**src/logic/cmfs_pkg.sv**
```systemverilog
package cmfs_pkg;
    // ****************************************
    // timing
    // ****************************************
    localparam int CLK_PERIOD_NS = 40;
    localparam int MS_NS         = 1000000;
    localparam int CYC_PER_MS    = MS_NS / CLK_PERIOD_NS;
    localparam int NCH           = 18;
    localparam int TW            = 11;
    localparam logic [TW-1:0] RED_FAIL_ON_MS  = 11'd1350;
    localparam logic [TW-1:0] RED_FAIL_OFF_MS = 11'd850;
    localparam logic [TW-1:0] WDT_ON_MS       = 11'd1000;
    localparam logic [TW-1:0] WDT_OFF_MS      = 11'd1500;
    localparam logic [TW-1:0] BROWN_ON_MS     = 11'd400;
    localparam logic [TW-1:0] BROWN_OFF_MS    = 11'd80;
    localparam logic [TW-1:0] DUAL_MS         = 11'd350;

    // ****************************************
    // register map, byte addresses
    // ****************************************
    localparam logic [7:0] CTRL_OFS  = 8'h00;
    localparam logic [7:0] RFEN_OFS  = 8'h04;
    localparam logic [7:0] STAT_OFS  = 8'h08;
    localparam logic [7:0] REC_OFS   = 8'h0c;
    localparam logic [7:0] SNAPG_OFS = 8'h10;
    localparam logic [7:0] SNAPY_OFS = 8'h14;
    localparam logic [7:0] SNAPR_OFS = 8'h18;
    localparam int CTRL_RF_SEL  = 0;
    localparam int CTRL_WDT_SEL = 1;
    localparam int CTRL_BO_SEL  = 2;
    localparam int CTRL_WDL_SEL = 3;
    localparam int CTRL_POL_SEL = 4;
    localparam int CTRL_RST_CMD = 8;
    localparam logic [4:0]  CTRL_RESET = 5'h00;
    localparam logic [17:0] RFEN_RESET = 18'h3ffff;

    // ****************************************
    // fault flag positions
    // ****************************************
    localparam int FL_DC   = 0;
    localparam int FL_WDT  = 1;
    localparam int FL_CONF = 2;
    localparam int FL_RF   = 3;
    localparam int FL_DUAL = 4;
    localparam int FL_CLR  = 5;
    localparam int FL_PCA  = 6;
    localparam int FL_DIAG = 7;
    localparam int NFL     = 8;
    localparam int ST_AC    = 8;
    localparam int ST_FAULT = 9;

    typedef enum logic {
        CMFS_MON   = 1'b0,
        CMFS_FAULT = 1'b1
    } cmfs_state_e;
endpackage : cmfs_pkg

```
**src/logic/cmfs_qual_timer.sv**
```systemverilog
`timescale 1ns/1ps
module cmfs_qual_timer #(
    parameter int W = 11
) (
    // clock and reset
    input  wire logic         clk,
    input  wire logic         rst,
    // timing
    input  wire logic         ms_tick,
    input  wire logic         cond,
    input  wire logic [W-1:0] limit,
    // result
    output logic              expired
);
    logic [W-1:0] cnt;
    logic [W-1:0] next_cnt;
    logic         next_expired;

    // refuse widths the counter cannot serve
    if (W < 2 || W > 16) begin : g_bad_w
        $error("cmfs_qual_timer: width out of range");
    end

    // count whole ms while the condition holds
    always_comb begin
        next_cnt     = cnt;
        next_expired = expired;
        if (!cond) begin
            next_cnt     = '0;
            next_expired = 1'b0;
        end else if (ms_tick && !expired) begin
            if (cnt + 1'b1 >= limit) begin
                next_expired = 1'b1;
            end else begin
                next_cnt = cnt + 1'b1;
            end
        end
    end

    always_ff @(posedge clk) begin
        if (rst) begin
            cnt     <= '0;
            expired <= 1'b0;
        end else begin
            cnt     <= next_cnt;
            expired <= next_expired;
        end
    end

    restart_clr_a: assert property (@(posedge clk) disable iff (rst)
        !cond |=> (cnt == '0) && !expired)
        else $error("timer did not restart");
endmodule : cmfs_qual_timer

```
**src/logic/cmfs_supervisor.sv**
```systemverilog
`timescale 1ns/1ps
module cmfs_supervisor #(
    parameter int CYC_PER_MS_P = cmfs_pkg::CYC_PER_MS
) (
    // clock and reset
    input  wire logic        clk,
    input  wire logic        rst,
    // wishbone slave
    input  wire logic [7:0]  wb_adr_i,
    input  wire logic [31:0] wb_dat_i,
    output logic [31:0]      wb_dat_o,
    input  wire logic        wb_we_i,
    input  wire logic [3:0]  wb_sel_i,
    input  wire logic        wb_cyc_i,
    input  wire logic        wb_stb_i,
    output logic             wb_ack_o,
    // field signals
    input  wire logic [17:0] ch_green,
    input  wire logic [17:0] ch_yellow,
    input  wire logic [17:0] ch_red,
    input  wire logic        red_enable,
    input  wire logic        special_func1,
    input  wire logic        special_func2,
    input  wire logic        relay_common_input,
    input  wire logic        watchdog_in,
    input  wire logic        conflict_in,
    // supply and unit status
    input  wire logic        card_present,
    input  wire logic        ac_low,
    input  wire logic        dc_supply_ok,
    input  wire logic        diag_fail,
    // reset inputs
    input  wire logic        panel_reset,
    input  wire logic        remote_reset,
    // indicators
    output logic             led_ac_power,
    output logic             led_dc_supply_fail,
    output logic             led_watchdog_timer_err,
    output logic             led_conflict,
    output logic             led_red_fail,
    output logic             led_dual,
    output logic             led_clearance,
    output logic             led_programming_card_ajar,
    output logic             led_diag_fail,
    output logic [17:0]      led_ch_red,
    output logic [17:0]      led_ch_yellow,
    output logic [17:0]      led_ch_green,
    output logic             fault_active
);
    localparam int NCH = cmfs_pkg::NCH;
    localparam int TW  = cmfs_pkg::TW;
    localparam int TBW = $clog2(CYC_PER_MS_P + 1);

    // state names in local scope
    localparam cmfs_pkg::cmfs_state_e CMFS_MON   = cmfs_pkg::CMFS_MON;
    localparam cmfs_pkg::cmfs_state_e CMFS_FAULT = cmfs_pkg::CMFS_FAULT;

    // refuse a timebase the divider cannot serve
    if (CYC_PER_MS_P < 2) begin : g_bad_cyc
        $error("cmfs_supervisor: timebase too short");
    end

    // byte-lane merge of a write into a stored word
    function automatic logic [31:0] cmfs_merge(input logic [31:0] old, input logic [31:0] din,
                                               input logic [3:0] sel);
        logic [31:0] r;
        r = old;
        for (int b = 0; b < 4; b++) begin
            if (sel[b]) r[8*b +: 8] = din[8*b +: 8];
        end
        return r;
    endfunction : cmfs_merge

    // ****************************************
    // millisecond timebase
    // ****************************************
    logic [TBW-1:0] ms_cnt;
    logic [TBW-1:0] next_ms_cnt;
    logic           ms_tick;

    // free running divider
    always_comb begin
        ms_tick     = (ms_cnt == TBW'(CYC_PER_MS_P - 1));
        next_ms_cnt = ms_tick ? '0 : ms_cnt + 1'b1;
    end

    always_ff @(posedge clk) begin
        if (rst) ms_cnt <= '0;
        else     ms_cnt <= next_ms_cnt;
    end

    // ****************************************
    // input conditioning
    // ****************************************
    logic [4:0]     ctrl;
    logic           rc_active;
    logic           mon_en;
    logic           rf_en;
    logic [NCH-1:0] none_on;
    logic [NCH-1:0] dual_on;
    logic [NCH-1:0] prev_green;
    logic           prev_wd;
    logic           prev_brown;
    logic           wd_edge;

    // monitor gating
    always_comb begin
        rc_active = relay_common_input ^ ctrl[cmfs_pkg::CTRL_POL_SEL];
        mon_en    = red_enable & ~rc_active;
        rf_en     = mon_en & ~special_func1 & ~special_func2;
        none_on   = ~(ch_green | ch_yellow | ch_red);
        dual_on   = (ch_green & ch_yellow) | (ch_green & ch_red) | (ch_yellow & ch_red);
        wd_edge   = watchdog_in ^ prev_wd;
    end

    // ****************************************
    // qualification timers
    // ****************************************
    logic [NCH-1:0] rfen;
    logic [NCH-1:0] rf_exp;
    logic [NCH-1:0] dual_exp;
    logic [TW-1:0]  rf_limit;
    logic [TW-1:0]  wd_limit;
    logic [TW-1:0]  bo_limit;
    logic           wd_exp;
    logic           brown;
    logic           power_evt;

    // switch selected limits
    always_comb begin
        rf_limit = ctrl[cmfs_pkg::CTRL_RF_SEL] ? cmfs_pkg::RED_FAIL_ON_MS : cmfs_pkg::RED_FAIL_OFF_MS;
        wd_limit = ctrl[cmfs_pkg::CTRL_WDT_SEL] ? cmfs_pkg::WDT_ON_MS : cmfs_pkg::WDT_OFF_MS;
        bo_limit = ctrl[cmfs_pkg::CTRL_BO_SEL] ? cmfs_pkg::BROWN_ON_MS : cmfs_pkg::BROWN_OFF_MS;
    end

    // per-channel red fail and dual indication timers
    for (genvar i = 0; i < NCH; i++) begin : g_ch
        cmfs_qual_timer #(.W(TW)) u_rf (
            .clk     (clk),
            .rst     (rst),
            .ms_tick (ms_tick),
            .cond    (rf_en & rfen[i] & none_on[i]),
            .limit   (rf_limit),
            .expired (rf_exp[i])
        );
        cmfs_qual_timer #(.W(TW)) u_dual (
            .clk     (clk),
            .rst     (rst),
            .ms_tick (ms_tick),
            .cond    (mon_en & dual_on[i]),
            .limit   (cmfs_pkg::DUAL_MS),
            .expired (dual_exp[i])
        );
    end

    // watchdog must toggle within its window
    cmfs_qual_timer #(.W(TW)) u_wd (
        .clk     (clk),
        .rst     (rst),
        .ms_tick (ms_tick),
        .cond    (~wd_edge),
        .limit   (wd_limit),
        .expired (wd_exp)
    );

    // low line must persist to count as brown-out
    cmfs_qual_timer #(.W(TW)) u_bo (
        .clk     (clk),
        .rst     (rst),
        .ms_tick (ms_tick),
        .cond    (ac_low),
        .limit   (bo_limit),
        .expired (brown)
    );

    // ****************************************
    // fault latch and channel record
    // ****************************************
    logic                  cmd_pulse;
    logic                  reset_req;
    logic [NCH-1:0]        clr_evt;
    logic [NCH-1:0]        chan_fail;
    logic [cmfs_pkg::NFL-1:0] flags;
    logic [cmfs_pkg::NFL-1:0] set_fl;
    logic [cmfs_pkg::NFL-1:0] next_flags;
    cmfs_pkg::cmfs_state_e state;
    cmfs_pkg::cmfs_state_e next_state;
    logic [NCH-1:0]        rec;
    logic [NCH-1:0]        next_rec;
    logic [NCH-1:0]        snap_g;
    logic [NCH-1:0]        snap_y;
    logic [NCH-1:0]        snap_r;
    logic [NCH-1:0]        next_snap_g;
    logic [NCH-1:0]        next_snap_y;
    logic [NCH-1:0]        next_snap_r;

    // event collection, set wins over any clear
    always_comb begin
        reset_req = panel_reset | remote_reset | cmd_pulse;
        power_evt = brown & ~prev_brown;
        clr_evt   = prev_green & ~ch_green & ~ch_yellow & {NCH{mon_en}};
        chan_fail = rf_exp | dual_exp | clr_evt;
        set_fl                     = '0;
        set_fl[cmfs_pkg::FL_DC]    = ~dc_supply_ok;
        set_fl[cmfs_pkg::FL_WDT]   = wd_exp;
        set_fl[cmfs_pkg::FL_CONF]  = conflict_in;
        set_fl[cmfs_pkg::FL_RF]    = |rf_exp;
        set_fl[cmfs_pkg::FL_DUAL]  = |dual_exp;
        set_fl[cmfs_pkg::FL_CLR]   = |clr_evt;
        set_fl[cmfs_pkg::FL_PCA]   = ~card_present;
        set_fl[cmfs_pkg::FL_DIAG]  = diag_fail;
        next_flags = reset_req ? '0 : flags;
        if (power_evt && !ctrl[cmfs_pkg::CTRL_WDL_SEL]) begin
            next_flags[cmfs_pkg::FL_WDT] = 1'b0;
        end
        next_flags = next_flags | set_fl;
        next_state = CMFS_MON;
        if (|next_flags) next_state = CMFS_FAULT;
        next_rec    = rec;
        next_snap_g = snap_g;
        next_snap_y = snap_y;
        next_snap_r = snap_r;
        unique case (state)
            CMFS_MON: begin
                if (next_state == CMFS_FAULT) begin
                    next_rec    = conflict_in ? (ch_green | ch_yellow) : chan_fail;
                    next_snap_g = ch_green;
                    next_snap_y = ch_yellow;
                    next_snap_r = ch_red;
                end
            end
            CMFS_FAULT: begin
                if (next_state == CMFS_MON) next_rec = '0;
            end
        endcase
    end

    always_ff @(posedge clk) begin
        if (rst) begin
            flags      <= '0;
            state      <= CMFS_MON;
            rec        <= '0;
            snap_g     <= '0;
            snap_y     <= '0;
            snap_r     <= '0;
            prev_green <= '0;
            prev_wd    <= 1'b0;
            prev_brown <= 1'b0;
        end else begin
            flags      <= next_flags;
            state      <= next_state;
            rec        <= next_rec;
            snap_g     <= next_snap_g;
            snap_y     <= next_snap_y;
            snap_r     <= next_snap_r;
            prev_green <= ch_green;
            prev_wd    <= watchdog_in;
            prev_brown <= brown;
        end
    end

    // ****************************************
    // indicator outputs
    // ****************************************
    // live channel status while monitoring, frozen view while faulted
    always_ff @(posedge clk) begin
        if (rst) begin
            led_ch_green <= '0;
            led_ch_yellow <= '0;
            led_ch_red   <= '0;
            fault_active <= 1'b0;
            led_ac_power <= 1'b0;
            {led_diag_fail, led_programming_card_ajar, led_clearance, led_dual,
             led_red_fail, led_conflict, led_watchdog_timer_err, led_dc_supply_fail} <= '0;
        end else begin
            led_ch_green  <= (next_state == CMFS_FAULT) ? next_snap_g : ch_green;
            led_ch_yellow <= (next_state == CMFS_FAULT) ? next_snap_y : ch_yellow;
            led_ch_red    <= (next_state == CMFS_FAULT) ? next_snap_r : ch_red;
            fault_active  <= (next_state == CMFS_FAULT);
            led_ac_power  <= ~brown;
            {led_diag_fail, led_programming_card_ajar, led_clearance, led_dual,
             led_red_fail, led_conflict, led_watchdog_timer_err, led_dc_supply_fail} <= next_flags;
        end
    end

    // ****************************************
    // wishbone registers
    // ****************************************
    logic [4:0]  next_ctrl;
    logic [17:0] next_rfen;
    logic        next_cmd_pulse;
    logic        next_ack;
    logic [31:0] next_dat;
    logic [31:0] wr_word;
    logic        wr_go;

    // decode, write on the acknowledged edge, read data ready with ack
    always_comb begin
        next_ack       = wb_cyc_i & wb_stb_i & ~wb_ack_o;
        wr_go          = wb_cyc_i & wb_stb_i & wb_we_i & wb_ack_o;
        next_ctrl      = ctrl;
        next_rfen      = rfen;
        next_cmd_pulse = 1'b0;
        next_dat       = wb_dat_o;
        wr_word        = '0;
        if (wr_go && wb_adr_i == cmfs_pkg::CTRL_OFS) begin
            wr_word        = cmfs_merge({27'h0, ctrl}, wb_dat_i, wb_sel_i);
            next_ctrl      = wr_word[4:0];
            next_cmd_pulse = wr_word[cmfs_pkg::CTRL_RST_CMD];
        end else if (wr_go && wb_adr_i == cmfs_pkg::RFEN_OFS) begin
            wr_word   = cmfs_merge({14'h0, rfen}, wb_dat_i, wb_sel_i);
            next_rfen = wr_word[17:0];
        end
        if (next_ack) begin
            unique case (wb_adr_i)
                cmfs_pkg::CTRL_OFS:  next_dat = {27'h0, ctrl};
                cmfs_pkg::RFEN_OFS:  next_dat = {14'h0, rfen};
                cmfs_pkg::STAT_OFS:  next_dat = {22'h0, (state == CMFS_FAULT), ~brown, flags};
                cmfs_pkg::REC_OFS:   next_dat = {14'h0, rec};
                cmfs_pkg::SNAPG_OFS: next_dat = {14'h0, snap_g};
                cmfs_pkg::SNAPY_OFS: next_dat = {14'h0, snap_y};
                cmfs_pkg::SNAPR_OFS: next_dat = {14'h0, snap_r};
                default:             next_dat = 32'h0000_0000;
            endcase
        end
    end

    always_ff @(posedge clk) begin
        if (rst) begin
            ctrl      <= cmfs_pkg::CTRL_RESET;
            rfen      <= cmfs_pkg::RFEN_RESET;
            cmd_pulse <= 1'b0;
            wb_ack_o  <= 1'b0;
            wb_dat_o  <= '0;
        end else begin
            ctrl      <= next_ctrl;
            rfen      <= next_rfen;
            cmd_pulse <= next_cmd_pulse;
            wb_ack_o  <= next_ack;
            wb_dat_o  <= next_dat;
        end
    end

    // ****************************************
    // checks
    // ****************************************
    card_fault_a: assert property (@(posedge clk) disable iff (rst)
        !card_present |=> flags[cmfs_pkg::FL_PCA] && state == CMFS_FAULT && fault_active)
        else $error("card absence did not fault");
    fault_hold_a: assert property (@(posedge clk) disable iff (rst)
        state == CMFS_FAULT && !reset_req && !(power_evt && !ctrl[cmfs_pkg::CTRL_WDL_SEL])
        |=> state == CMFS_FAULT)
        else $error("fault left without reset");
    record_hold_a: assert property (@(posedge clk) disable iff (rst)
        state == CMFS_FAULT && !reset_req && !(power_evt && !ctrl[cmfs_pkg::CTRL_WDL_SEL])
        |=> $stable(rec) && $stable(snap_g) && $stable(snap_y) && $stable(snap_r))
        else $error("channel record changed in fault");
    polarity_sel_a: assert property (@(posedge clk) disable iff (rst)
        (ctrl[cmfs_pkg::CTRL_POL_SEL] ? !relay_common_input : relay_common_input) |-> !mon_en && !rf_en)
        else $error("relay common polarity wrong");
    redfail_gate_a: assert property (@(posedge clk) disable iff (rst)
        (|rf_exp) |-> $past(rf_en))
        else $error("red fail timed while gated");
    wdt_autoclr_a: assert property (@(posedge clk) disable iff (rst)
        power_evt && !ctrl[cmfs_pkg::CTRL_WDL_SEL] && !wd_exp |=> !flags[cmfs_pkg::FL_WDT])
        else $error("watchdog fault not cleared by power event");
    wdt_latch_a: assert property (@(posedge clk) disable iff (rst)
        flags[cmfs_pkg::FL_WDT] && ctrl[cmfs_pkg::CTRL_WDL_SEL] && !reset_req |=> flags[cmfs_pkg::FL_WDT])
        else $error("latched watchdog fault lost");
    rf_limit_a: assert property (@(posedge clk) disable iff (rst)
        rf_limit == (ctrl[cmfs_pkg::CTRL_RF_SEL] ? 11'd1350 : 11'd850))
        else $error("red fail time select wrong");
    wb_ack_pulse_a: assert property (@(posedge clk) disable iff (rst)
        wb_ack_o |=> !wb_ack_o ##1 (wb_ack_o == $past(wb_cyc_i & wb_stb_i)))
        else $error("ack not a single pulse");
endmodule : cmfs_supervisor
```
**config.mk**
```make
export PLATFORM = sky130hd
export DESIGN_NAME = cmfs_supervisor
export DESIGN_NICKNAME = d
export VERILOG_FILES = /design/src/logic/cmfs_pkg.sv /design/src/logic/cmfs_qual_timer.sv /design/src/logic/cmfs_supervisor.sv
export SDC_FILE = /design/constraint.sdc
export NUM_CORES = 2
export LEC_CHECK = 0
export BUFFER_PORTS_ARGS = -buffer_cell sky130_fd_sc_hd__clkbuf_2
export CORE_UTILIZATION = 53
export CTS_BUF_LIST = sky130_fd_sc_hd__clkbuf_8 sky130_fd_sc_hd__clkbuf_16
export DETAILED_ROUTE_END_ITERATION = 10
export PLACE_DENSITY_LB_ADDON = 0.05
export SLEW_MARGIN = 20
export SYNTH_ARGS = -nofsm -noshare
export SYNTH_HDL_FRONTEND = slang
export SYNTH_SLANG_ARGS = --single-unit
```
**constraint.sdc**
```tcl
create_clock -name clk -period 5.75 [get_ports clk]
set_clock_uncertainty 0.15 [all_clocks]
set_input_delay 0.8625 -clock clk [delete_from_list [all_inputs] [get_ports clk]]
set_output_delay 0.8625 -clock clk [all_outputs]
set_load 0.03 [all_outputs]
```
* Word level (Yosys, flattened, before mapping)
Cells that the tools add are included.
Widths: inputs -> output; s select.
** Word-level totals
- Output and inout bits :: 97
- Input bits :: 115
- Bits in registers :: 692
- Logic and storage cells :: 585
** Operators by class
- Bitwise operators :: 168
- Reduce and logical (&&, ||, !) cells :: 206
- Add/subtract/negate cells :: 39
- Equal/unequal tests :: 9
- Magnitude comparators :: 38
- Multiplexer cells :: 20
** Operators by type and width (number)
- $add 11x1->11 const B :: 38
- $mux 18 :: 12
- $ge 11x11->1 :: 19
- $ge 11x9->1 const B :: 18
- $reduce_and 2->1 :: 78
- $pmux 18 s7 :: 1
- $and 18x18->18 :: 6
- $or 18x18->18 :: 6
- $not 1->1 :: 86
- $reduce_or 2->1 :: 39
- $and 1x1->1 :: 62
- $not 18->18 :: 3
- $reduce_or 18->1 :: 3
- $logic_and 1x1->1 :: 41
- $logic_not 1->1 :: 39
- $pmux 18 s2 :: 1
- $eq 8x5->1 const B :: 3
- $mux 11 :: 2
- $eq 8x4->1 const B :: 2
- $add 15x1->15 const B :: 1
- $eq 15x15->1 const B :: 1
- $ge 11x9->1 :: 1
- $mux 9 :: 1
- $reduce_and 3->1 :: 3
- 10 further kinds :: 14

* Longest topological paths before layout
- Word-level depth :: 11
- Depth in mapped cells :: 14
- Gate-level depth less buffers :: 13

* Cells and area by module
From an unflattened synthesis, not the netlist that was laid out.
** Second synthesis, totals
- Cell total of the unflattened synthesis :: 6171
- Area total of the unflattened synthesis :: 50822.5 um^2
** By module, submodules not included
- cmfs_qual_timer :: instances 38, cells each 120, area an instance 1013.5 um^2
- cmfs_supervisor :: instances 1, cells each 1611, area an instance 12310.6 um^2

* Worst setup path before layout
OpenSTA, ideal clock, no wires.
- Path kind :: flip-flop to flip-flop
- Start :: register ctrl[0]
- End :: register g_ch[10].u_rf.cnt[8]
- Period minus slack after synthesis :: 4176 ps
- Buffers on the path :: 1
- Setup slack :: 1574 ps
- Stages on the path, launching flop included :: 10
- Library setup time :: 70 ps
- Required time :: 5530 ps
- Arrival time :: 3955 ps
- Path through :: dfxtp_1 > inv_1 > ha_1 > a21oi_1 > a21boi_0 > o311a_1 > or4_1 > clkbuf_1 > or3_1 > a21oi_1
** Between the ends
- Longest elaborated chain between the ends :: 4
** RTL lines
- start: declaration :: line cmfs_supervisor.sv:95 : logic [4:0] ctrl;
- start signal: assignment :: line cmfs_supervisor.sv:330 : ctrl <= cmfs_pkg::CTRL_RESET;
- start signal: assignment :: line cmfs_supervisor.sv:336 : ctrl <= next_ctrl;
- $mux 11 :: line cmfs_supervisor.sv:131 : rf_limit = ctrl[cmfs_pkg::CTRL_RF_SEL] ? cmfs_pkg::RED_FAIL_ON_MS : cmfs_pkg::RED_FAIL_OFF_MS;
- $ge 11x11->1 :: line cmfs_qual_timer.sv:32 : if (cnt + 1'b1 >= limit) begin
- $not 1->1 (no line)
- $reduce_and 2->1 (no line)
- end signal: assignment :: line cmfs_qual_timer.sv:45 : cnt <= next_cnt;
- end: declaration :: line cmfs_qual_timer.sv:15 : logic [W-1:0] cnt;
No other way between the ends.
A chain may end at the register's enable or synchronous reset.

* Worst setup path after layout
- Start :: register g_ch[2].u_rf.cnt[0]
- End :: register g_ch[2].u_rf.cnt[6]
** Between the ends
- Longest elaborated chain between the ends :: 4
** RTL lines (line)
- start: declaration :: cmfs_qual_timer.sv:15
- start signal: assignment :: cmfs_qual_timer.sv:45
- $add 11x1->11 (*) :: cmfs_qual_timer.sv:32, cmfs_qual_timer.sv:35
- $ge 11x11->1 :: cmfs_qual_timer.sv:32
- $not 1->1 (no line)
- $reduce_and 2->1 (no line)
Every way passes the cells marked *; elsewhere a longest branch is shown, timed or not.

==> out/qor.yml <==
run_status:
  outcome: "completed"
sta:
  rsz0062_at_grt: "no"
  layout_setup_ws_ns: 1.737
  slew_headroom_pct: 24.22
  slew_viol_final: 0
  hold_violations: 0
  fin_crit_sh_pct: 69.80
  finalSetupTns_ns: 0
  period_minus_slack_ns: 4.013
  setup_viol: 0
  worst_pin_slew_ns: 1.132
  fmax_mhz: 249.2
route:
  drtPass1Iterations: 6
  wl_um: 103300
  ant_nets: 0
  drt_iter0_drc: 2520
  via_count: 32490
  drc: 0
  avgViaCountPerCell: 5.923
  wl_per_cell_um: 18.83
clock_tree:
  cts_root_buffer: "clkbuf_16"
  insertion_delay_ns: 0.64
  post_cts_buffers: 0
  hold_buffers: 0
  htreeDepth: 3
  path_clk_slew_ns: 0.06
  ctsResizeCount: 0
  tritoncts: "yes"
  cts_buffer_depth: 3
  cts_num_sinks: 670
  numCtsBuffers: 77
cells_and_area:
  layout-drive-gt1-share_pct: 9.804
  fin_nets: 4757
  reg_top3: "g_ch.u_dual.cnt (198), g_ch.u_rf.cnt (198)"
  finalInstanceArea_um2: 41310
  layout_commonest_cell: "dfxtp_1"
  final_cell_mix: "dfxtp_1, nor2_1, a21oi_1, nand2_1, o21ai_0"
  area_delta_synth_final_pct: 11.11
logic_synthesis:
  synthArstFlopShare_pct: 0
  synth_cell_types: 103
  syn_area_um2: 37180
  synth_area_leader_cell: "dfxtp_1"
  synthCells: 4399
  synth_edf_count: 0
  synth_area_per_cell_um2: 8.452
  netlist.area_leader.share_pct: 36.07
  yosysWarnings: 0
  ys_seq_area_share_pct: 36.07
  synth_ff_type: "dfxtp_1"
  synth_area_leaders: "dfxtp_1, ha_1, nor2_1, xnor2_1, mux2i_1"
  synth-seq-cells: 670
global_route:
  grt_antenna_before_repair: 14
  grt_pass1_vias: 29110
  grt_overflow: 0
  grt_max_degree: 63
  grt_usage_pct: 28.33
  grt_pass1_wl_um: 160700
setup_path:
  critPathKind: "flip-flop to flip-flop"
  reg2reg_depth: 9
  worstPathArrival_ns: 4.42
  r2r_start: "g_ch[2].u_rf.cnt[0]"
  crit_buf_inv: 0
  max_stage_delay_ns: 0.62
  crit_family: "simple AND/OR/NAND/NOR gates"
  end_kind: "flip-flop"
  cp.depth: 9
  critical_path_required_ns: 6.15
  crit_path_max_fanout: 15
  cp-startpoint: "g_ch[2].u_rf.cnt[0]"
  cp_common_cell: "ha_1"
  cp_cell_sequence: "ha_1 > nand3_1 > or3_1 > xnor2_1 > ha_1 > a211oi_1 > nand4_1 > or4_1 > a21oi_1"
  crit_slowest_cell: "or4_1"
  start_kind: "flip-flop"
pwr:
  ir_drop_mv: 0.2650
  switchingPower_mw: 2.424
  power_density_nw_per_um2: 253.4
  sw_frac_of_total_pct: 23.15
  pwr-share-comb_pct: 4.7
  p_int_mw: 8.047
  clock_power_share_pct: 49.6
  seq_power_share_pct: 45.6
  power_mw: 10.47
  p_leak_nw: 14.90
min_path:
  hold_depth: 1
  worstHoldStart: "ms_cnt[0]"
  hold_class: "flip-flop to flip-flop"
floorplan:
  start_util_pct: 53.93
  rows: 96
  die_height_um: 266.9
  design.core.area_um2: 68950
  pin_count: 212
  die_area_um2: 71210
  die_x_um: 266.9
placed_design:
  place_ws_ns: 1.556
  dpl.hpwl_um: 73450
  gp_congestion: 0.9062
  dpl_cell_area_um2: 38590
  port_buffers: 182
job:
  cap_viol_max_count: 0
## power groups by stage
stage	Sequential [mW]	Combinational, mW	Clock, mW
2_1_floorplan	4.90	0.262	0
3_3_place_gp	4.88	0.486	0
3_5_place_dp	4.88	0.490	0
4_1_cts	4.78	0.492	5.29
5_1_grt	4.78	0.526	5.49
6_report	4.78	0.497	5.19
## metal layers
layer / global-route usage, % / vias to the layer above / share of wire (%)
met5: 0 / - / 0.11
met1: 36.99 / 15240 / 44
met4: 10.97 / 16 / 3.6
met3: 6.015 / 205 / 6.7
met2: 45.56 / 813 / 45
li1: - / 16210 / -
## worst paths after layout
path / to / slack, ns
worst max-delay path: g_ch[2].u_rf.cnt[6] / 1.74
worst max register to register: g_ch[2].u_rf.cnt[6] / 1.74
worst min-delay path: ms_cnt[0] / 0.30
worst min register to register: ms_cnt[0] / 0.30
## cells by family after synthesis
family / after synthesis / synth area share, %
buffers and inverters: 361 / 4.190
AND/OR/NAND/NOR: 1792 / 25.41
other: 1 / 0.01009
AO/OA/AOI/OAI: 896 / 16.02
multiplexers: 176 / 4.822
adder cells (fa/ha/maj): 173 / 5.701
flip-flops: 670 / 36.07
XOR/XNOR: 330 / 7.774
## cell type report
type,instances,area [um^2]
inverters,145,544.3
well taps,931,1165
flip-flops and latches,670,13410
diodes,6,15.01
repair buffers,212,1167
multi-input cells,3381,22300
clock buffers,95,2208
fillers,6354,27630
clock inverters,46,499.2
## cells in the mapped netlist, types with 13 or more instances
cell and count:
dfxtp_1 670, nor2_1 484, nor2b_1 37, a211oi_1 54, or4_1 42, o21ai_0 190, nand4b_1 35, buf_4 20
inv_1 145, nand3b_1 29, o22ai_1 16, and3_1 107, and4_1 36, or2_2 27, nand3_1 177, mux2_2 15
and2_1 50, buf_2 28, xnor2_1 185, clkbuf_1 149, a21o_1 16, nand2_1 258, o211ai_1 18, nor3b_1 22
o31ai_1 37, a21oi_1 263, ha_1 155, a22o_1 23, a2111oi_0 13, xor2_1 145, or3_1 160, nor3_1 85
a22oi_1 23, maj3_1 18, a31oi_1 35, mux2i_1 160, a21boi_0 19, nand4_1 130, nand2b_1 24, nor4_1 48
## metrics by stage
step / utilization [%] / hold slack (ns) / instances
global placement: 55.97 / 0.2794 / 5339
floorplan: - / 0.2676 / 4412
global route: 59.91 / 0.3153 / 5483
finish: 59.92 / 0.2980 / 5486
detailed placement: 55.97 / 0.2910 / 5339
CTS: 59.89 / 0.2810 / 5480
(Power assumes the default switching activity.)
